===== src/verilog/cbu_map.svh =====
// Opcode encodings, field positions and reset values for the conditional branch unit.
`ifndef CBU_MAP_SVH
`define CBU_MAP_SVH
`define CBU_OP_CC_GT      16'hC381
`define CBU_OP_CC_LE      16'hC380
`define CBU_OP_CC_LT      16'hC384
`define CBU_OP_CC_NE      16'hC383
`define CBU_OP_CC_EQ_DEF  16'hC382
`define CBU_OP_CC_GE_DEF  16'hC385
`define CBU_OP_CF_CLR     16'hC3C5
`define CBU_OP_CF_SET_DEF 16'hC3C4
`define CBU_FLT_PREFIX    7'h10
`define CBU_FLT_GT        8'h51
`define CBU_FLT_GE        8'h55
`define CBU_FLT_NE        8'h53
`define CBU_FLT_EQ        8'h52
`define CBU_FLT_LE_DEF    8'h50
`define CBU_FLT_LT_DEF    8'h54
`define CBU_HRD_PREFIX    6'h08
`define CBU_HRD_LOW       7'h64
`define CBU_PFX7_HI       15
`define CBU_PFX7_LO       9
`define CBU_FSEL_BIT      8
`define CBU_LOW8_HI       7
`define CBU_LOW8_LO       0
`define CBU_PFX6_HI       15
`define CBU_PFX6_LO       10
`define CBU_REG_HI        9
`define CBU_REG_LO        7
`define CBU_LOW7_HI       6
`define CBU_LOW7_LO       0
`define CBU_HALF_HI       31
`define CBU_HALF_LO       16
`define CBU_CC_RESET      2'h0
`define CBU_WORD_RESET    16'h0000
`define CBU_HALF_ONE      16'h0001
`endif


===== src/verilog/cbu_pkg.sv =====
// Types shared by the conditional branch unit.
package cbu_pkg;
  // Condition code summary of the last result.
  typedef enum logic [1:0] {
    CBU_CC_ZERO = 2'h0,
    CBU_CC_POS  = 2'h1,
    CBU_CC_NEG  = 2'h2
  } cbu_cc_e;
  // Decoded branch kind.
  typedef enum logic [3:0] {
    CBU_K_NONE  = 4'h0,
    CBU_K_CC_GT = 4'h1,
    CBU_K_CC_LE = 4'h2,
    CBU_K_CC_LT = 4'h3,
    CBU_K_CC_NE = 4'h4,
    CBU_K_CC_EQ = 4'h5,
    CBU_K_CC_GE = 4'h6,
    CBU_K_CF_CL = 4'h7,
    CBU_K_CF_ST = 4'h8,
    CBU_K_F_GT  = 4'h9,
    CBU_K_F_GE  = 4'hA,
    CBU_K_F_NE  = 4'hB,
    CBU_K_F_EQ  = 4'hC,
    CBU_K_F_LE  = 4'hD,
    CBU_K_F_LT  = 4'hE,
    CBU_K_HRD   = 4'hF
  } cbu_kind_e;
  // One-hot control states.
  typedef enum logic [2:0] {
    CBU_S_IDLE = 3'b001,
    CBU_S_TGT  = 3'b010,
    CBU_S_EXEC = 3'b100
  } cbu_state_e;
endpackage : cbu_pkg


===== src/verilog/cbu_decode.sv =====
// Opcode decoder mapping a first instruction word to a branch kind.
`timescale 1ns/1ps
`default_nettype none
`include "cbu_map.svh"
module cbu_decode #(
  parameter logic [15:0] OP_CC_EQ  = `CBU_OP_CC_EQ_DEF,
  parameter logic [15:0] OP_CC_GE  = `CBU_OP_CC_GE_DEF,
  parameter logic [15:0] OP_CF_SET = `CBU_OP_CF_SET_DEF,
  parameter logic [7:0]  FLT_LE    = `CBU_FLT_LE_DEF,
  parameter logic [7:0]  FLT_LT    = `CBU_FLT_LT_DEF
) (
  // Opcode word.
  input  wire logic [15:0]        i_op,
  // Decoded kind.
  output var  cbu_pkg::cbu_kind_e o_kind
);
  import cbu_pkg::*;
  logic       flt_pfx;
  logic [7:0] low8;
  // Field extraction.
  assign flt_pfx = (i_op[`CBU_PFX7_HI:`CBU_PFX7_LO] == `CBU_FLT_PREFIX);
  assign low8    = i_op[`CBU_LOW8_HI:`CBU_LOW8_LO];
  // Full-word compare first, then the floating and half register groups.
  always_comb begin
    o_kind = CBU_K_NONE;
    if (i_op == `CBU_OP_CC_GT) o_kind = CBU_K_CC_GT;
    else if (i_op == `CBU_OP_CC_LE) o_kind = CBU_K_CC_LE;
    else if (i_op == `CBU_OP_CC_LT) o_kind = CBU_K_CC_LT;
    else if (i_op == `CBU_OP_CC_NE) o_kind = CBU_K_CC_NE;
    else if (i_op == OP_CC_EQ) o_kind = CBU_K_CC_EQ;
    else if (i_op == OP_CC_GE) o_kind = CBU_K_CC_GE;
    else if (i_op == `CBU_OP_CF_CLR) o_kind = CBU_K_CF_CL;
    else if (i_op == OP_CF_SET) o_kind = CBU_K_CF_ST;
    else if (flt_pfx && low8 == `CBU_FLT_GT) o_kind = CBU_K_F_GT;
    else if (flt_pfx && low8 == `CBU_FLT_GE) o_kind = CBU_K_F_GE;
    else if (flt_pfx && low8 == `CBU_FLT_NE) o_kind = CBU_K_F_NE;
    else if (flt_pfx && low8 == `CBU_FLT_EQ) o_kind = CBU_K_F_EQ;
    else if (flt_pfx && low8 == FLT_LE) o_kind = CBU_K_F_LE;
    else if (flt_pfx && low8 == FLT_LT) o_kind = CBU_K_F_LT;
    else if (i_op[`CBU_PFX6_HI:`CBU_PFX6_LO] == `CBU_HRD_PREFIX &&
             i_op[`CBU_LOW7_HI:`CBU_LOW7_LO] == `CBU_HRD_LOW) begin
      o_kind = CBU_K_HRD;
    end
  end
endmodule : cbu_decode
`default_nettype wire


===== src/verilog/cbu_cond.sv =====
// Branch condition evaluator for one kind against flags and a sign/zero view.
`timescale 1ns/1ps
`default_nettype none
module cbu_cond (
  // Decoded kind and operand summaries.
  input  wire cbu_pkg::cbu_kind_e i_kind,
  input  wire cbu_pkg::cbu_cc_e   i_cc,
  input  wire logic               i_cflag,
  input  wire logic               i_fzero,
  input  wire logic               i_fneg,
  input  wire logic               i_hnz,
  // Branch decision.
  output logic                    o_take
);
  import cbu_pkg::*;
  // Each kind picks its own test; unknown kinds never branch.
  always_comb begin
    case (i_kind)
      CBU_K_CC_GT: o_take = (i_cc == CBU_CC_POS);
      CBU_K_CC_LE: o_take = (i_cc != CBU_CC_POS);
      CBU_K_CC_LT: o_take = (i_cc == CBU_CC_NEG);
      CBU_K_CC_NE: o_take = (i_cc != CBU_CC_ZERO);
      CBU_K_CC_EQ: o_take = (i_cc == CBU_CC_ZERO);
      CBU_K_CC_GE: o_take = (i_cc != CBU_CC_NEG);
      CBU_K_CF_CL: o_take = !i_cflag;
      CBU_K_CF_ST: o_take = i_cflag;
      CBU_K_F_GT:  o_take = !i_fzero && !i_fneg;
      CBU_K_F_GE:  o_take = !i_fneg;
      CBU_K_F_NE:  o_take = !i_fzero;
      CBU_K_F_EQ:  o_take = i_fzero;
      CBU_K_F_LE:  o_take = i_fzero || i_fneg;
      CBU_K_F_LT:  o_take = i_fneg;
      CBU_K_HRD:   o_take = i_hnz;
      default:     o_take = 1'b0;
    endcase
  end
endmodule : cbu_cond
`default_nettype wire


===== src/verilog/cbu_branch_unit.sv =====
// Conditional branch unit: decode, target capture and branch decision.
//
// Our own choices: the address map and the strobed register port.
`timescale 1ns/1ps
`default_nettype none
`include "cbu_map.svh"
// What this block does
// - Opcode C381 branches when condition codes say greater than zero.
// - Opcode C380 branches when condition codes say zero or negative.
// - Opcode C384 branches when condition codes say negative.
// - Opcode C383 branches when condition codes say nonzero.
// - A condition-code equal branch is taken only on zero.
// - A condition-code greater-or-equal branch is taken on zero or positive.
// - Opcode C3C5 branches when exception carry flag is clear.
// - Companion opcode branches when exception carry flag is set.
// - Code and carry-flag branches leave carry-out, carry flag, codes alone.
// - Taken branch loads 16-bit in-segment target; untaken continues onward.
// - Floating branches start 0010000, then a bit selecting the accumulator.
// - Floating branches set codes from the compare; carry bits stay.
// - Floating low field 51 branches when accumulator is positive.
// - Floating low field 55 branches when accumulator is zero or positive.
// - Floating low field 53 branches when accumulator is nonzero.
// - Floating low field 52 branches when accumulator is zero.
// - Floating less-or-equal branches on zero or negative.
// - Floating less-than branches only on negative.
// - Half register decrement writes back and branches if result nonzero.
// - Half register decrement keeps carry flag, carry-out and codes.
// - Half register is bits one to sixteen, the upper half.
module cbu_branch_unit
  import cbu_pkg::*;
#(
  parameter int          PC_W      = 16,
  parameter logic [15:0] OP_CC_EQ  = `CBU_OP_CC_EQ_DEF,
  parameter logic [15:0] OP_CC_GE  = `CBU_OP_CC_GE_DEF,
  parameter logic [15:0] OP_CF_SET = `CBU_OP_CF_SET_DEF,
  parameter logic [7:0]  FLT_LE    = `CBU_FLT_LE_DEF,
  parameter logic [7:0]  FLT_LT    = `CBU_FLT_LT_DEF
) (
  // Clock and reset.
  input  wire  logic              I_CLK,
  input  wire  logic              I_SRST,
  // Instruction word stream from fetch.
  input  wire  logic              I_WORD_VALID,
  input  wire  logic [15:0]       I_WORD,
  input  wire  logic [PC_W-1:0]   I_PC,
  // Processor state inputs.
  input  wire  cbu_pkg::cbu_cc_e  I_CC,
  input  wire  logic              I_CARRY_FLAG,
  input  wire  logic              I_CARRY_OUT,
  input  wire  logic              I_FAC0_ZERO,
  input  wire  logic              I_FAC0_NEG,
  input  wire  logic              I_FAC1_ZERO,
  input  wire  logic              I_FAC1_NEG,
  // General register read port.
  output logic [2:0]              O_REG_SEL,
  input  wire  logic [31:0]       I_REG_DATA,
  // Recognition and completion.
  output logic                    O_CLAIM,
  output logic                    O_DONE,
  output logic                    O_TAKEN,
  output logic [PC_W-1:0]         O_NEXT_PC,
  // Flag and register write-back.
  output logic                    O_CC_WE,
  output cbu_pkg::cbu_cc_e        O_CC,
  output logic                    O_CARRY_FLAG,
  output logic                    O_CARRY_OUT,
  output logic                    O_REG_WE,
  output logic [31:0]             O_REG_WDATA
);
  // Only a 16-bit in-segment word address is produced, so other widths are refused.
  if (PC_W != 16) begin : g_bad_pc_w
    $error("cbu_branch_unit: PC_W must be 16");
  end

  typedef struct packed {
    cbu_state_e      st;
    cbu_kind_e       kind;
    logic [15:0]     op;
    logic [PC_W-1:0] pc;
    logic            done;
    logic            taken;
    logic [PC_W-1:0] npc;
    logic            cc_we;
    cbu_cc_e         cc;
    logic            cflag;
    logic            cout;
    logic            reg_we;
    logic [31:0]     wdata;
  } cbu_state_s;

  cbu_state_s r_r;
  cbu_state_s r_nxt;

  cbu_kind_e   dec_kind;
  logic        take;
  logic        fsel;
  logic        fzero;
  logic        fneg;
  logic [15:0] half_dec;
  logic        is_flt;

  cbu_decode #(
    .OP_CC_EQ  (OP_CC_EQ),
    .OP_CC_GE  (OP_CC_GE),
    .OP_CF_SET (OP_CF_SET),
    .FLT_LE    (FLT_LE),
    .FLT_LT    (FLT_LT)
  ) u_dec (
    .i_op   (I_WORD),
    .o_kind (dec_kind)
  );

  // Operand views for the held instruction.
  assign fsel     = r_r.op[`CBU_FSEL_BIT];
  assign fzero    = fsel ? I_FAC1_ZERO : I_FAC0_ZERO;
  assign fneg     = fsel ? I_FAC1_NEG : I_FAC0_NEG;
  assign half_dec = I_REG_DATA[`CBU_HALF_HI:`CBU_HALF_LO] - `CBU_HALF_ONE;
  assign is_flt   = (r_r.kind >= CBU_K_F_GT) && (r_r.kind <= CBU_K_F_LT);
  assign O_REG_SEL = r_r.op[`CBU_REG_HI:`CBU_REG_LO];

  cbu_cond u_cond (
    .i_kind  (r_r.kind),
    .i_cc    (I_CC),
    .i_cflag (I_CARRY_FLAG),
    .i_fzero (fzero),
    .i_fneg  (fneg),
    .i_hnz   (half_dec != `CBU_WORD_RESET),
    .o_take  (take)
  );

  // Claim is combinational so fetch can route the next word to this block.
  assign O_CLAIM = I_WORD_VALID && (r_r.st == CBU_S_IDLE) && (dec_kind != CBU_K_NONE);

  // Sequencer: opcode word, then target word, then one execute cycle.
  always_comb begin
    r_nxt        = r_r;
    r_nxt.done   = 1'b0;
    r_nxt.cc_we  = 1'b0;
    r_nxt.reg_we = 1'b0;
    case (r_r.st)
      CBU_S_IDLE: begin
        if (O_CLAIM) begin
          r_nxt.op   = I_WORD;
          r_nxt.kind = dec_kind;
          r_nxt.st   = CBU_S_TGT;
        end
      end
      CBU_S_TGT: begin
        // The target is held before the program counter is touched.
        if (I_WORD_VALID) begin
          r_nxt.pc = I_WORD;
          r_nxt.st = CBU_S_EXEC;
        end
      end
      CBU_S_EXEC: begin
        r_nxt.done  = 1'b1;
        r_nxt.taken = take;
        // Untaken falls past both words, which fetch has already consumed.
        r_nxt.npc   = take ? r_r.pc : I_PC;
        // Carry bits are always passed through unchanged.
        r_nxt.cflag = I_CARRY_FLAG;
        r_nxt.cout  = I_CARRY_OUT;
        r_nxt.cc    = I_CC;
        if (is_flt) begin
          r_nxt.cc_we = 1'b1;
          r_nxt.cc    = fzero ? CBU_CC_ZERO : (fneg ? CBU_CC_NEG : CBU_CC_POS);
        end
        if (r_r.kind == CBU_K_HRD) begin
          r_nxt.reg_we = 1'b1;
          r_nxt.wdata  = {half_dec, I_REG_DATA[`CBU_HALF_LO-1:0]};
        end
        r_nxt.st = CBU_S_IDLE;
      end
      default: r_nxt.st = CBU_S_IDLE;
    endcase
  end

  // State register with synchronous reset.
  always_ff @(posedge I_CLK) begin
    if (I_SRST) begin
      r_r       <= '0;
      r_r.st    <= CBU_S_IDLE;
      r_r.kind  <= CBU_K_NONE;
      r_r.cc    <= cbu_cc_e'(`CBU_CC_RESET);
    end else begin
      r_r <= r_nxt;
    end
  end

  assign O_DONE       = r_r.done;
  assign O_TAKEN      = r_r.taken && r_r.done;
  assign O_NEXT_PC    = r_r.npc;
  assign O_CC_WE      = r_r.cc_we;
  assign O_CC         = r_r.cc;
  assign O_CARRY_FLAG = r_r.cflag;
  assign O_CARRY_OUT  = r_r.cout;
  assign O_REG_WE     = r_r.reg_we;
  assign O_REG_WDATA  = r_r.wdata;

  // Condition codes are written only by floating branches.
  a_cc_write_kind: assert property (@(posedge I_CLK) disable iff (I_SRST)
    O_CC_WE |-> O_DONE && $past(is_flt)) else $error("cc written by wrong kind");
  // Carry flag is echoed unchanged at completion.
  a_carry_kept: assert property (@(posedge I_CLK) disable iff (I_SRST)
    O_DONE |-> O_CARRY_FLAG == $past(I_CARRY_FLAG)) else $error("carry flag changed");
  // Carry-out is echoed unchanged at completion.
  a_cout_kept: assert property (@(posedge I_CLK) disable iff (I_SRST)
    O_DONE |-> O_CARRY_OUT == $past(I_CARRY_OUT)) else $error("carry out changed");
  // A claim completes three cycles later.
  a_claim_done: assert property (@(posedge I_CLK) disable iff (I_SRST)
    O_CLAIM ##1 I_WORD_VALID |-> ##2 O_DONE) else $error("branch did not complete");
  // Taken branch delivers the captured target.
  a_taken_target: assert property (@(posedge I_CLK) disable iff (I_SRST)
    (r_r.st == CBU_S_TGT && I_WORD_VALID) ##1 take |=> O_TAKEN && O_NEXT_PC == $past(I_WORD, 2))
    else $error("taken target wrong");
  // Register write only for the decrement kind, with the decremented upper half.
  a_hrd_write: assert property (@(posedge I_CLK) disable iff (I_SRST)
    O_REG_WE |-> $past(r_r.kind) == CBU_K_HRD
      && O_REG_WDATA[31:16] == $past(I_REG_DATA[31:16]) - 16'h0001)
    else $error("half register write wrong");
  // Decrement branch taken exactly when result is nonzero.
  a_hrd_take: assert property (@(posedge I_CLK) disable iff (I_SRST)
    O_REG_WE |-> O_TAKEN == (O_REG_WDATA[31:16] != 16'h0000)) else $error("hrd decision wrong");
  // Carry-clear branch taken only when flag was clear.
  a_cf_clear: assert property (@(posedge I_CLK) disable iff (I_SRST)
    (r_r.st == CBU_S_EXEC && r_r.kind == CBU_K_CF_CL) |=> O_TAKEN == !$past(I_CARRY_FLAG))
    else $error("carry clear decision wrong");
  // Greater-than code branch taken only on positive codes.
  a_cc_gt: assert property (@(posedge I_CLK) disable iff (I_SRST)
    (r_r.st == CBU_S_EXEC && r_r.kind == CBU_K_CC_GT) |=> O_TAKEN == ($past(I_CC) == CBU_CC_POS))
    else $error("cc gt decision wrong");
  // Completion is a single-cycle pulse, so a new claim can follow at once.
  a_done_pulse: assert property (@(posedge I_CLK) disable iff (I_SRST)
    O_DONE |=> !O_DONE) else $error("done pulse too long");
  // A floating branch reports zero codes exactly when the selected accumulator was zero.
  a_flt_cc_zero: assert property (@(posedge I_CLK) disable iff (I_SRST)
    O_CC_WE |-> (O_CC == CBU_CC_ZERO) == $past(fzero)) else $error("float codes wrong");
endmodule : cbu_branch_unit
`default_nettype wire


===== config.mk =====
export PLATFORM = sky130hd
export DESIGN_NAME = cbu_branch_unit
export DESIGN_NICKNAME = d
export VERILOG_FILES = /design/src/verilog/cbu_pkg.sv /design/src/verilog/cbu_decode.sv /design/src/verilog/cbu_cond.sv /design/src/verilog/cbu_branch_unit.sv
export VERILOG_INCLUDE_DIRS = /design/src /design/src/verilog
export SDC_FILE = /design/constraint.sdc
export NUM_CORES = 1
export LEC_CHECK = 0
export BUFFER_PORTS_ARGS = -buffer_cell sky130_fd_sc_hd__buf_4
export CORE_MARGIN = 3
export CORE_UTILIZATION = 47
export DETAILED_ROUTE_END_ITERATION = 10
export PLACE_DENSITY = 0.76
export REMOVE_ABC_BUFFERS = 1
export SYNTH_ARGS = -nofsm -noshare
export SYNTH_HDL_FRONTEND = slang
export SYNTH_SLANG_ARGS = --single-unit

===== constraint.sdc =====
create_clock -name I_CLK -period 2.15 [get_ports I_CLK]
set_input_delay 0.1075 -clock I_CLK [delete_from_list [all_inputs] [get_ports I_CLK]]
set_output_delay 0.1075 -clock I_CLK [all_outputs]
set_load 0.02 [all_outputs]

==> results of run 1 <==
==> final timing paths <==
| path | endpoint | slack, ns | cells after the start |
|---|---|---|---|
| worst max register to register | O_NEXT_PC[1] | 0.09 | 8 |
| worst min register to register | O_REG_WDATA[7] | 0.46 | 2 |
| worst min-delay path | O_NEXT_PC[15] | 0.01 | 3 |
| worst max-delay path | O_NEXT_PC[1] | 0.09 | 8 |
==> layer usage <==
metal  share of wire  wire length [um]  vias to the layer above
met5               0                 0                        -
met4           0.011               139                        0
met3           0.055               677                       12
met2            0.50              6234                      143
met1            0.43              5306                     2078
li1                -                 -                     2192
==> through the flow <==
stage,TNS (ns),cells,setup WS (ns),util
global route,0,829,0.001682,0.6215
finish,0,829,0.09289,0.6215
CTS,0,829,0.0008804,0.6146
floorplan,-18.23,515,-0.4253,-
detailed placement,-2.335,801,-0.2003,0.5795
global placement,-1.013,801,-0.07368,0.5795
==> registers in the layout, indices dropped and copies added, names as in the netlist <==
name	count
O_CC	2
O_CARRY_OUT	1
O_NEXT_PC	16
O_REG_WDATA	32
O_DONE	1
O_REG_WE	1
r_r	24
O_CC_WE	1
O_REG_SEL	3
O_CARRY_FLAG	1
==> Yosys cell counts (4+ instances only) <==
cell type / n / area share
sky130_fd_sc_hd__nand4_1: 4 / 0.0054
sky130_fd_sc_hd__a21oi_1: 40 / 0.043
sky130_fd_sc_hd__clkbuf_1: 24 / 0.019
sky130_fd_sc_hd__nor2_1: 92 / 0.074
sky130_fd_sc_hd__nor3_1: 20 / 0.022
sky130_fd_sc_hd__nand3b_1: 4 / 0.0065
sky130_fd_sc_hd__inv_1: 24 / 0.019
sky130_fd_sc_hd__a221oi_1: 6 / 0.011
sky130_fd_sc_hd__nand2b_1: 8 / 0.011
sky130_fd_sc_hd__buf_4: 55 / 0.089
sky130_fd_sc_hd__xnor2_1: 13 / 0.025
sky130_fd_sc_hd__buf_1: 5 / 0.0040
sky130_fd_sc_hd__nand3_1: 8 / 0.0086
sky130_fd_sc_hd__xor2_1: 4 / 0.0076
sky130_fd_sc_hd__nor3b_1: 4 / 0.0065
sky130_fd_sc_hd__o21ai_0: 25 / 0.027
sky130_fd_sc_hd__a211oi_1: 17 / 0.028
sky130_fd_sc_hd__a221oi_2: 10 / 0.032
sky130_fd_sc_hd__mux2i_1: 4 / 0.0086
sky130_fd_sc_hd__dfxtp_1: 82 / 0.35
sky130_fd_sc_hd__or3_1: 4 / 0.0054
sky130_fd_sc_hd__nand2_1: 89 / 0.072
==> critical path: cells and delay by family (launching register included) <==
family	cells	cell delay [ns]
flip-flops	1	0.38
multiplexers	1	0.34
AND/OR/NAND/NOR	1	0.04
AO/OA/AOI/OAI	4	0.88
buffers and inverters	2	0.34
==> cell families (layout without fill, tap and decap cells) <==
family | Yosys count | count (layout) | synth area share
compound gates | 123 | 123 | 0.1894
flops | 82 | 82 | 0.3539
simple gates | 261 | 261 | 0.2625
buf+inv | 114 | 209 | 0.1432
mux | 6 | 6 | 0.01349
fa+ha+maj | 2 | 2 | 0.005394
xor+xnor | 17 | 17 | 0.03210
==> area by class of cell <==
type                       instances  area (um^2)  share of cell area
timing repair buffer             169         1353              0.2311
tap                              129        161.4             0.02758
inverter                          24        90.09             0.01539
sequential                        82         1648              0.2816
clock inverter                     6        73.82             0.01261
clock buffer                      10        127.6             0.02181
multi-input combinational        409         2399              0.4099
==> power breakdown <==
group	switching, uW	internal, uW	total (uW)
registers	0.0719	1520	1520
clock network	598	552	1150
logic	154	164	318
==> repair_timing <==
item                                    4_1_cts  5_1_grt
hold buffers                                 12        0
hold endpoints to repair                     12        0
gates resized for setup                       3       15
endpoints found under the setup margin        7       18
==> reports/summary.md, run 1 <==
The run finished with clean final reports. Before antenna repair, the detailed router went through 5 iterations. For the post-route standard cell area excluding fillers, the log shows 0.005852 mm^2. Total power for the finished layout comes to 2983 uW. For the worst setup path, the data arrival time is 2.31 ns. The routability congestion estimate from global placement was 0.8765.

Setup violations remaining at the end of the flow were counted as 0. The average cell area after synthesis is 7.666 um^2. The tools report the endpoint required time on the critical path as 2.41 ns.

The highest attainable clock frequency is 0.4861 GHz. The post-synthesis async set-or-reset flop share came out at 0. The largest single stage delay on the critical path is 0.38 ns.

The netlist area before placement was 0.004638 mm^2. The final hold violation count is 0, and the count of synthesis-stage warnings from yosys is 0. The launch point of the worst path was O_REG_SEL[1].

In this run the most used layer during global routing was met2. The worst hold path begins at I_PC[15]. TritonCTS built the clock tree. The initial core utilization is 0.4926. The run gives 19870 um as the first-pass GRT wire length. Along the worst path, the maximum fanout reaches 17. In this run the deepest clock path goes through 2 buffers. The number of fill cells in the layout is 875, and the sum of overflow across all layers after global routing is 0.

The count of buffers added on input and output ports is 134. The worst clock skew on the final layout was 0.01294 ns; the final period demand of the worst path was 2.057 ns. The synthesized design contains 82 register bits. The number of global-route vias before repair is 4149, and the global-route met1 utilization is 0.2771.

The floorplan has 35 rows. The met2 capacity usage during global routing was 0.3625; the area growth from synthesis to final layout was 26.17%. Setup repair after global routing left no endpoint under its margin. Walking the worst path, the cells encountered are mux2_4 > a211oi_2 > o31ai_1 > a31oi_1 > buf_4 > nor3_4 > buf_12 > a221oi_1. Static power due to leakage: 0.002387 uW. The tools report the kind of end point of the critical path as a flip-flop. The share of post-route cells with drive strength above 1 was 0.2929; the chip width was 105.3 um.

The sequential cell area fraction in the yosys report is 0.3539, and the worst supply voltage drop on vdd is 0.3408 mV. Dividing total power by cell area gives a power density of 509.8 mW/mm^2. Counting distinct cell types in the post-synthesis netlist gives 64. Detailed placement finished with a half-perimeter wire length of 8834 um.

The path category of the worst min-delay check was input port to flip-flop. Category of the worst setup path launch point: a flip-flop. The clock tree synthesis step divided the H-tree into 3 levels. For this design, the sink count on the clock tree is 82. Clock tree synthesis selected as its root buffer the cell sky130_fd_sc_hd__clkbuf_8. The number of buffers inserted during clock tree synthesis is 9, and the part of the cycle the worst path needs is 0.9568.

The slew at the pin closest to its max-slew limit was 0.6671 ns. The most common library cell in the layout ignoring fill and taps is sky130_fd_sc_hd__buf_4. Across the run, the number of max-cap violations was 0. The most frequently used flop master after synthesis was sky130_fd_sc_hd__dfxtp_1. After detailed placement, the total cell area comes to 0.005456 mm^2. The run gives 0.01043 ns as the worst hold slack across all endpoints.

Leaving out fill and tap cells, the most frequent cells in the layout are 152 x sky130_fd_sc_hd__buf_4, 91 x sky130_fd_sc_hd__nor2_1, 89 x sky130_fd_sc_hd__nand2_1. The detail route stage leaves a number of antenna-violating nets equal to 0. The logs give 289 for the number of violations reported at the end of detailed-routing iteration 0 and 0.01110 mm^2 for the full die area.

The logs give 0.03491 for the met3 routing resource usage after global routing and 0 for the number of antenna diodes. The detailed-route wire length per cell is 14.91 um. Wires add up to 12360 um. The standard cell core area was 0.009415 mm^2. Entering global routing, the biggest net connects 48 pins. The total count of max-transition violations in the final report came out at 0.

The slowest library cell on the worst path is sky130_fd_sc_hd__dfxtp_4. In this run the count of I/O pins placed on the die edge is 135. Clock-pin slew was measured on the worst setup and hold paths at 0.09 ns.

The logs give 0.2134 for the all-layer global routing usage and 0 for the initial antenna violation count. The worst register-to-register path begins at O_REG_SEL[1]. The vias after detailed routing was 4425; the number of nets in the layout was 772. Using the TritonRoute via totals, the vias-per-cell ratio works out to 5.338.

The clock latency on the worst-skew pair was 0.35 ns. The synthesized instance count is 605, and the number of buffers inserted to repair setup after CTS is 0. After detailed routing, the number of remaining DRC violations is 0. In this run, synthesis inferred 0 flip-flops with an integrated enable. In this run the vertical extent of the chip is 105.3 um. The remaining max-slew budget at the tightest pin came out at 0.5553. The path type of the worst setup path is flip-flop to flip-flop.
Power figures use the tool's default switching activity.
==> run 2: changes to the inputs <==
--- a/constraint.sdc
+++ b/constraint.sdc
@@ -3,2 +3,2 @@
 set_output_delay 0.1075 -clock I_CLK [all_outputs]
-set_load 0.02 [all_outputs]
+set_load 0.05 [all_outputs]
==> reports/summary.md, run 2 (same netlist as run 1, synthesis figures left out) <==
The run gives 0.005664 ns (-0.004763 ns) as the worst hold slack across all endpoints. Traced cell by cell, the critical path runs through mux2_4 > a211oi_1 > o31ai_1 > a31oi_1 > buf_4 > nor3_4 > buf_12 > a221oi_1. The part of the cycle the worst path needs works out to 0.9592 (+0.002386). The run gives 82 (unchanged) as the clock sink total. The number of violations reported at the end of detailed-routing iteration 0 was 208 (-28%); the setup total negative slack was 0 ns (unchanged). The remaining max-slew budget at the tightest pin came out at 0.5687 (+0.01345). Setup repair after global routing left no endpoint under its margin. The detailed-route wire length per cell was 14.89 um (-0.12%); the number of buffers inserted during clock tree synthesis was 9 (unchanged). The run finished with clean final reports. The tools report the data arrival time at the worst-slack endpoint as 2.31 ns (about the same). Number of flip-flops in the largest register: 32 (unchanged). The number of antenna diodes was 0 (unchanged); the max capacitance violation total was 0 (unchanged). The run gives 0 (unchanged) as the remaining antenna violation count. The via density per instance works out to 5.325 (-0.25%).

The number of fill cells in the layout was 832 (-4.9%); the register clock-pin slew on the reported worst setup and hold paths was 0.09 ns (about the same). The share of post-route cells with drive strength above 1 was 0.2916 (-0.001250). Among all stages on the critical path, the largest delay is contributed by sky130_fd_sc_hd__dfxtp_4. The largest fanout on the critical path came out at 17 (unchanged). The tools report the sequential cell area as 0.001647 mm^2 (about the same).

The largest net degree at the start of global routing came out at 48 (unchanged). The slew at the pin closest to its max-slew limit was 0.6469 ns (-0.02018 ns); the total DRC errors in the routed layout was 0 (unchanged). The run gives 6 (+1) as the iteration count of the initial detailed-routing pass.

The path type of the worst setup path was flip-flop to flip-flop. The final routed wirelength across all metal layers came out at 12390 um (+0.24%). The worst path buffer plus inverter count was 2 (unchanged). The run gives 0.4849 GHz (-0.25%) as the highest attainable clock frequency. For the number of standard-cell rows in the floorplan, the log shows 35 (unchanged).

The worst hold path belongs to the class input port to flip-flop. The run gives 0 (unchanged) as the initial antenna violation count. The tools report the end-of-flow core utilization as 0.6231 (+0.001595). The worst setup path is launched from a flip-flop. Chip width: 105.3 um (unchanged). The logs give 0.009415 mm^2 (unchanged) for the standard cell core area and 135 (unchanged) for the I/O pin count. The power density over the cells came out at 515.6 mW/mm^2 (+1.1%).

Final hold violation count: 0 (unchanged). The number of nets in the layout was 775 (+0.39%). The worst setup path is captured at a flip-flop. Leaving out fill and tap cells, the most frequent cells in the layout are 154 x sky130_fd_sc_hd__buf_4, 91 x sky130_fd_sc_hd__nor2_1, 89 x sky130_fd_sc_hd__nand2_1. The chip height was 105.3 um (unchanged); the clock latency on the worst-skew pair was 0.35 ns (about the same). The buffer type at the clock tree root was sky130_fd_sc_hd__clkbuf_8. The area growth from synthesis to layout is 26.49%. The total count of max-transition violations in the final report came out at 0 (unchanged). The final period demand of the worst path was 2.062 ns (+0.005130 ns); the combined area of the multi-input logic cells was 0.002382 mm^2 (-0.68%).

All-layer global routing usage: 0.2206 (+0.007119). The worst clock skew on the final layout is 0.01009 ns (-0.002854 ns). The delay of the slowest critical-path stage was 0.38 ns (about the same). TritonCTS built the clock tree. The endpoint required time on the critical path is 2.40 ns (about the same). The logs give 4430 (+0.11%) for the vias after detailed routing and 0.8955 (+2.2%) for the routability congestion estimate from global placement. The worst supply voltage drop on vdd is 0.3460 mV (+1.5%). The run gives 0.002404 uW (+0.72%) as the static power due to leakage.

The most common library cell in the layout ignoring fill and taps is sky130_fd_sc_hd__buf_4. The number of global-route vias before repair was 4332 (+4.4%); the full die area was 0.01110 mm^2 (unchanged). The tools report the H-tree depth reported by CTS as 3 (unchanged). The count of buffers from port buffering was 134 (unchanged); the setup violation total in the final timing report was 0 (unchanged). The detailed placer's ending HPWL is 9004 um (+1.9%), and the maximum number of buffers from clock root to sink is 2 (unchanged). The sum of overflow across all layers after global routing is 0 (unchanged). The tools report the number of buffers inserted to repair setup after CTS as 0 (unchanged).

The tools report the final total power as 3025 uW (+1.4%). The critical path's top delay family was compound AO/OA/AOI/OAI gates. The initial core utilization came out at 0.4926 (unchanged).

The first-pass GRT wire length is 20420 um (+2.8%).
[run 2: changes by cell type in the layout (fill, tap and decap cells not counted), sizes merged]
cell,change
clkinv,-1
buf,+2
inv,+1
dlygate4sd3,+1
[run 2: power by group]
part           switching (uW)  internal [uW]  leakage, uW  total, uW
sequential             0.0710           1520     0.000661       1520
clock                     613            581    0.0000999       1190
combinational             151            164      0.00164        315
total                     763           2260      0.00240       3030
[run 2: stage by stage]
step                setup WS, ns  std cells  area, um^2
global route            0.004867        832        5867
CTS                      0.02211        832        5818
global placement        -0.07695        803        5472
floorplan                -0.4253        515        4064
finish                   0.08776        832        5867
detailed placement       -0.2010        803        5472
[run 2: layout make-up]
type | count | share of cell area
clock buffers | 10 | 0.02346
clock inverters | 6 | 0.01216
inverters | 24 | 0.01536
repair buffers | 172 | 0.2348
flip-flops and latches | 82 | 0.2807
well taps | 129 | 0.02751
multi-input cells | 409 | 0.4061
[run 2: worst paths after layout]
path / slack [ns] / from / endpoint / cells past startpoint
worst min-delay path: 0.006 / I_REG_DATA[0] / O_REG_WDATA[0] / 3
worst max register to register: 0.09 / O_REG_SEL[1] / O_NEXT_PC[15] / 8
worst min register to register: 0.46 / O_CARRY_OUT / O_CARRY_OUT / 2
worst max-delay path: 0.09 / O_REG_SEL[1] / O_NEXT_PC[15] / 8
[run 2: metal layers]
metal  routed length [um]  track usage
met5                    0            0
met4                  132      0.06467
met3                  785      0.03429
met2                 6259       0.3884
met1                 5210       0.2771
[run 2: timing repair]
item,CTS,global route
endpoints found under the setup margin,4,18
pin swaps,0,0
gates resized for setup,2,12
endpoints found under the hold margin,13,0
hold buffers,13,0
[run 2: tightest hold or removal path, delay by kind of cell]
kind / cells / cell delay, ns
buffers and inverters: 1 / 0.11
AO/OA/AOI/OAI: 1 / 0.05
AND/OR/NAND/NOR: 1 / 0.05
==> run 3: changes to the inputs <==
Settings changed: PLACE_DENSITY 0.76 to 0.77, SYNTH_HIERARCHICAL set to 1.
==> reports/summary.md, run 3 <==
The run finished, with violations left. The checks that failed: setup timing. The category of the worst setup path launch point is an input port. The number of violations reported at the end of detailed-routing iteration 0 is 176 (-15%), and the worst hold path depth is 3 (unchanged).

The share of post-route cells with drive strength above 1 is 0.3651 (+0.07352), and the clock sink total is 82 (unchanged). The register clock-pin slew on the reported worst setup and hold paths was 0.08 ns (about the same); the post-synthesis async set-or-reset flop share was 0 (unchanged). In this run the most critical hold path is launched from I_REG_DATA[12]. The I/O pin count is 135 (unchanged). The launch point of the worst path was I_WORD[1].

Number of fill cells in the layout: 719 (-14%). For the endpoint required time on the critical path, the log shows 2.04 ns (-0.36 ns). The top cell type's share of synthesized area works out to 0.3801 (+0.02614).

The tools report the remaining antenna violation count as 0 (unchanged). By count the netlist is led by 87 x sky130_fd_sc_hd__nand2_1, 82 x sky130_fd_sc_hd__dfxtp_1, 62 x sky130_fd_sc_hd__nor2_1. The final routed wirelength across all metal layers is 11690 um (-5.7%), and the post-synthesis sequential element count is 82 (unchanged).

Clock latency on the worst-skew pair: 0.35 ns (about the same). The maximum number of buffers from clock root to sink is 2 (unchanged). The tools report the highest attainable clock frequency as 0.4593 GHz (-5.3%). The number of enable flip-flop cells after synthesis was 0 (unchanged); the number of standard-cell rows in the floorplan was 34 (-2.9%).

Fraction of synthesized area in multiplexers: 0.06315 (+0.04966). The logs give 8025 um (-11%) for the detailed placer's ending HPWL and 0.4905 (-0.002144) for the initial core utilization. Via density per instance: 5.389 (+1.2%).

The kind of end point of the critical path was an output pin. In the synthesized netlist the dominant register cell turns out to be sky130_fd_sc_hd__dfxtp_1. Vias after detailed routing: 4198 (-5.2%). The final period demand of the worst path was 2.177 ns (+0.1148 ns); the adder and majority gate portion of the synthesized area was 0.005794 (+0.0003985). By area, the combinational part of the netlist is dominated by simple AND/OR/NAND/NOR gates. The number of antenna diodes is 0 (unchanged), and the area growth from synthesis to final layout is 37.37%. The internal power contribution was 2482 uW (+9.7%); the worst hold slack across all endpoints was 0.01304 ns (+0.007378 ns).

The logs give 0.005933 mm^2 (+1.1%) for the post-route standard cell area excluding fillers and 711.1 uW (-6.9%) for the net load switching power. Number of flip-flops in the largest register: 32 (unchanged). Reg-to-reg startpoint: O_REG_SEL[1]. Detailed-route wire length per cell: 15.00 um (+0.76%). The number of global-route vias before repair was 4082 (-5.8%); the combined area of the multi-input logic cells was 0.002255 mm^2 (-5.4%). Setup repair after global routing could not meet its margin everywhere. The path type of the worst setup path is input port to output pin.

The part of the cycle the worst path needs is 1.013 (+0.05338). The biggest area contributor in the post-synthesis netlist is sky130_fd_sc_hd__dfxtp_1. The logs give 0.004319 mm^2 (-6.9%) for the netlist area before placement and 5 (-1) for the iteration count of the initial detailed-routing pass. The length in cells of the worst reg-to-reg path is 8 (unchanged).

The run gives 3193 uW (+5.6%) as the final total power. The power density over the cells is 538.2 mW/mm^2 (+4.4%). The number of nets in the layout came out at 744 (-4.0%). The run gives 0.2229 (+0.002349) as the all-layer global routing usage.

The number of buffers inserted during clock tree synthesis came out at 9 (unchanged). The count of cell types in the netlist was 61 (-4.7%); the chip width was 101.9 um (-3.3%). The tools report the sum of overflow across all layers after global routing as 0 (unchanged). Clock tree synthesis selected as its root buffer the cell sky130_fd_sc_hd__clkbuf_8. The H-tree depth reported by CTS was 3 (unchanged); the count of buffers from port buffering was 134 (unchanged).

The portion of total power attributed to the clock network was 0.413 (+0.018). The switching power share of the total is 0.2227 (-0.02967), and the max capacitance violation total is 0 (unchanged). The remaining max-slew budget at the tightest pin came out at 0.5513 (-0.01744).

The total count of max-transition violations in the final report is 0 (unchanged), and the post-synthesis compound-gate area fraction is 0.1544 (-0.03497). The first-pass GRT wire length came out at 18710 um (-8.4%). The count of synthesis-stage warnings from yosys is 6 (+6).

The post-synthesis share of cell area spent on and, or, nand and nor gates was 0.2439 (-0.01856); the standard cell core area was 0.008806 mm^2 (-6.5%). The routability congestion estimate from global placement is 0.8821 (-1.5%). TritonCTS built the clock tree.

The logs give 2.07 ns (-0.24 ns) for the data arrival time at the worst-slack endpoint and 0.475 (-0.026) for the part of the total power dissipated in sequential elements. Leaving out fill and tap cells, the most frequent cell in the layout is sky130_fd_sc_hd__buf_4. The worst supply voltage drop on vdd was 0.3575 mV (+3.3%). The final critical-path setup slack was -0.02700 ns (-0.1148 ns); the sequential cell area fraction in the yosys report was 0.3801 (+0.02614).

The largest net degree at the start of global routing came out at 63 (+31%). The initial antenna violation count is 0 (unchanged), and the worst clock skew on the final layout is 0.003992 ns (-0.006094 ns). Sequential cell area: 0.001642 mm^2 (-0.30%).

Leaving out fill and tap cells, the most frequent cells in the layout are 189 x sky130_fd_sc_hd__buf_4, 87 x sky130_fd_sc_hd__nand2_1, 82 x sky130_fd_sc_hd__dfxtp_1. Among all cell types in the netlist, the one instantiated most often is sky130_fd_sc_hd__nand2_1. The average cell area after synthesis works out to 8.134 um^2 (+6.1%). The full die area was 0.01038 mm^2 (-6.5%). The setup violation total in the final timing report was 1 (+1). Sorting the synthesized cells by area gives the leading types as sky130_fd_sc_hd__dfxtp_1 38%, sky130_fd_sc_hd__buf_4 9.4%, sky130_fd_sc_hd__nand2_1 7.6%. The largest fanout on the critical path was 7 (-10). The static power due to leakage came out at 0.002343 uW (-2.5%). The chip height is 101.9 um (-3.3%), and the synthesized instance count is 531 (-12%).

The xor/xnor share of the synthesized area was 0.02433 (-0.007768); the instance area after placement was 0.005399 mm^2 (-1.3%). The final hold violation count is 0 (unchanged), and the slew at the pin closest to its max-slew limit is 0.6711 ns (+0.02414 ns). Total DRC errors in the routed layout: 0 (unchanged). The combinational share of power is 0.112 (+0.008).

In this run the worst hold path is classified as input port to flip-flop.
## run 3: kinds of logic (layout without fill, tap and decap cells)
| logic type | after synthesis | after routing |
|---|---|---|
| flops | 82 | 82 |
| simple gates | 219 | 219 |
| mux | 27 | 27 |
| buf+inv | 88 | 228 |
| xor+xnor | 12 | 12 |
| fa+ha+maj | 2 | 2 |
| compound gates | 101 | 101 |
## run 3: worst max-delay path, cell delays in order
cell and delay [ns]:
sky130_fd_sc_hd__buf_6 0.11, sky130_fd_sc_hd__or3b_4 0.39, sky130_fd_sc_hd__a21oi_2 0.18, sky130_fd_sc_hd__or3b_1 0.37, sky130_fd_sc_hd__a22o_1 0.23, sky130_fd_sc_hd__o41ai_2 0.27, sky130_fd_sc_hd__nor3b_2 0.10, sky130_fd_sc_hd__nor2b_4 0.15
sky130_fd_sc_hd__buf_8 0.15
## run 3: what timing repair did
action                                 4_1_cts  5_1_grt
setup endpoints to repair                   24       23
endpoints found under the hold margin       10        1
resized for setup                           13       18
buffers inserted                             1        5
hold buffers                                10        1
pin swaps                                    5        6
## run 3: final timing paths
kind	to	slack [ns]
worst min register to register	r_r[58]	0.46
worst max-delay path	O_CLAIM	-0.03
worst min-delay path	O_REG_WDATA[12]	0.01
worst max register to register	O_NEXT_PC[14]	0.06
## run 3: power groups by stage
stage	Sequential (uW)	Combinational (uW)	Clock, uW
after floorplan	1550	74.8	0
after global placement	1550	306	0
after detailed placement	1550	313	0
after CTS	1520	336	1350
after global routing	1520	384	1420
final	1520	357	1320
## run 3: area by class of cell
class | count | area share
clock buffers | 10 | 0.02151
multi-input cells | 361 | 0.3800
clock inverters | 5 | 0.01750
repair buffers | 209 | 0.2790
inverters | 4 | 0.002531
well taps | 108 | 0.02278
flip-flops and latches | 82 | 0.2767
## run 3: routing by layer
metal | part of all wire | wire, um | vias to the layer above | GRT usage
met5 | 0 | 0 | - | 0
met3 | 0.081 | 943 | 30 | 0.05392
met1 | 0.41 | 4775 | 1944 | 0.2664
met4 | 0.018 | 214 | 0 | 0.07972
met2 | 0.49 | 5753 | 175 | 0.3903
li1 | - | - | 2049 | -
## run 3: per-stage QoR
step | cells | worst slack (ns) | TNS (ns) | utilization
after global routing | 779 | -0.1379 | -1.964 | 0.6738
after global placement | 747 | -0.4637 | -10.76 | 0.6131
after CTS | 773 | 0.001511 | 0 | 0.6594
after floorplan | 447 | -1.020 | -36.98 | -
after detailed placement | 747 | -0.5518 | -12.58 | 0.6131
final | 779 | -0.02700 | -0.02700 | 0.6738
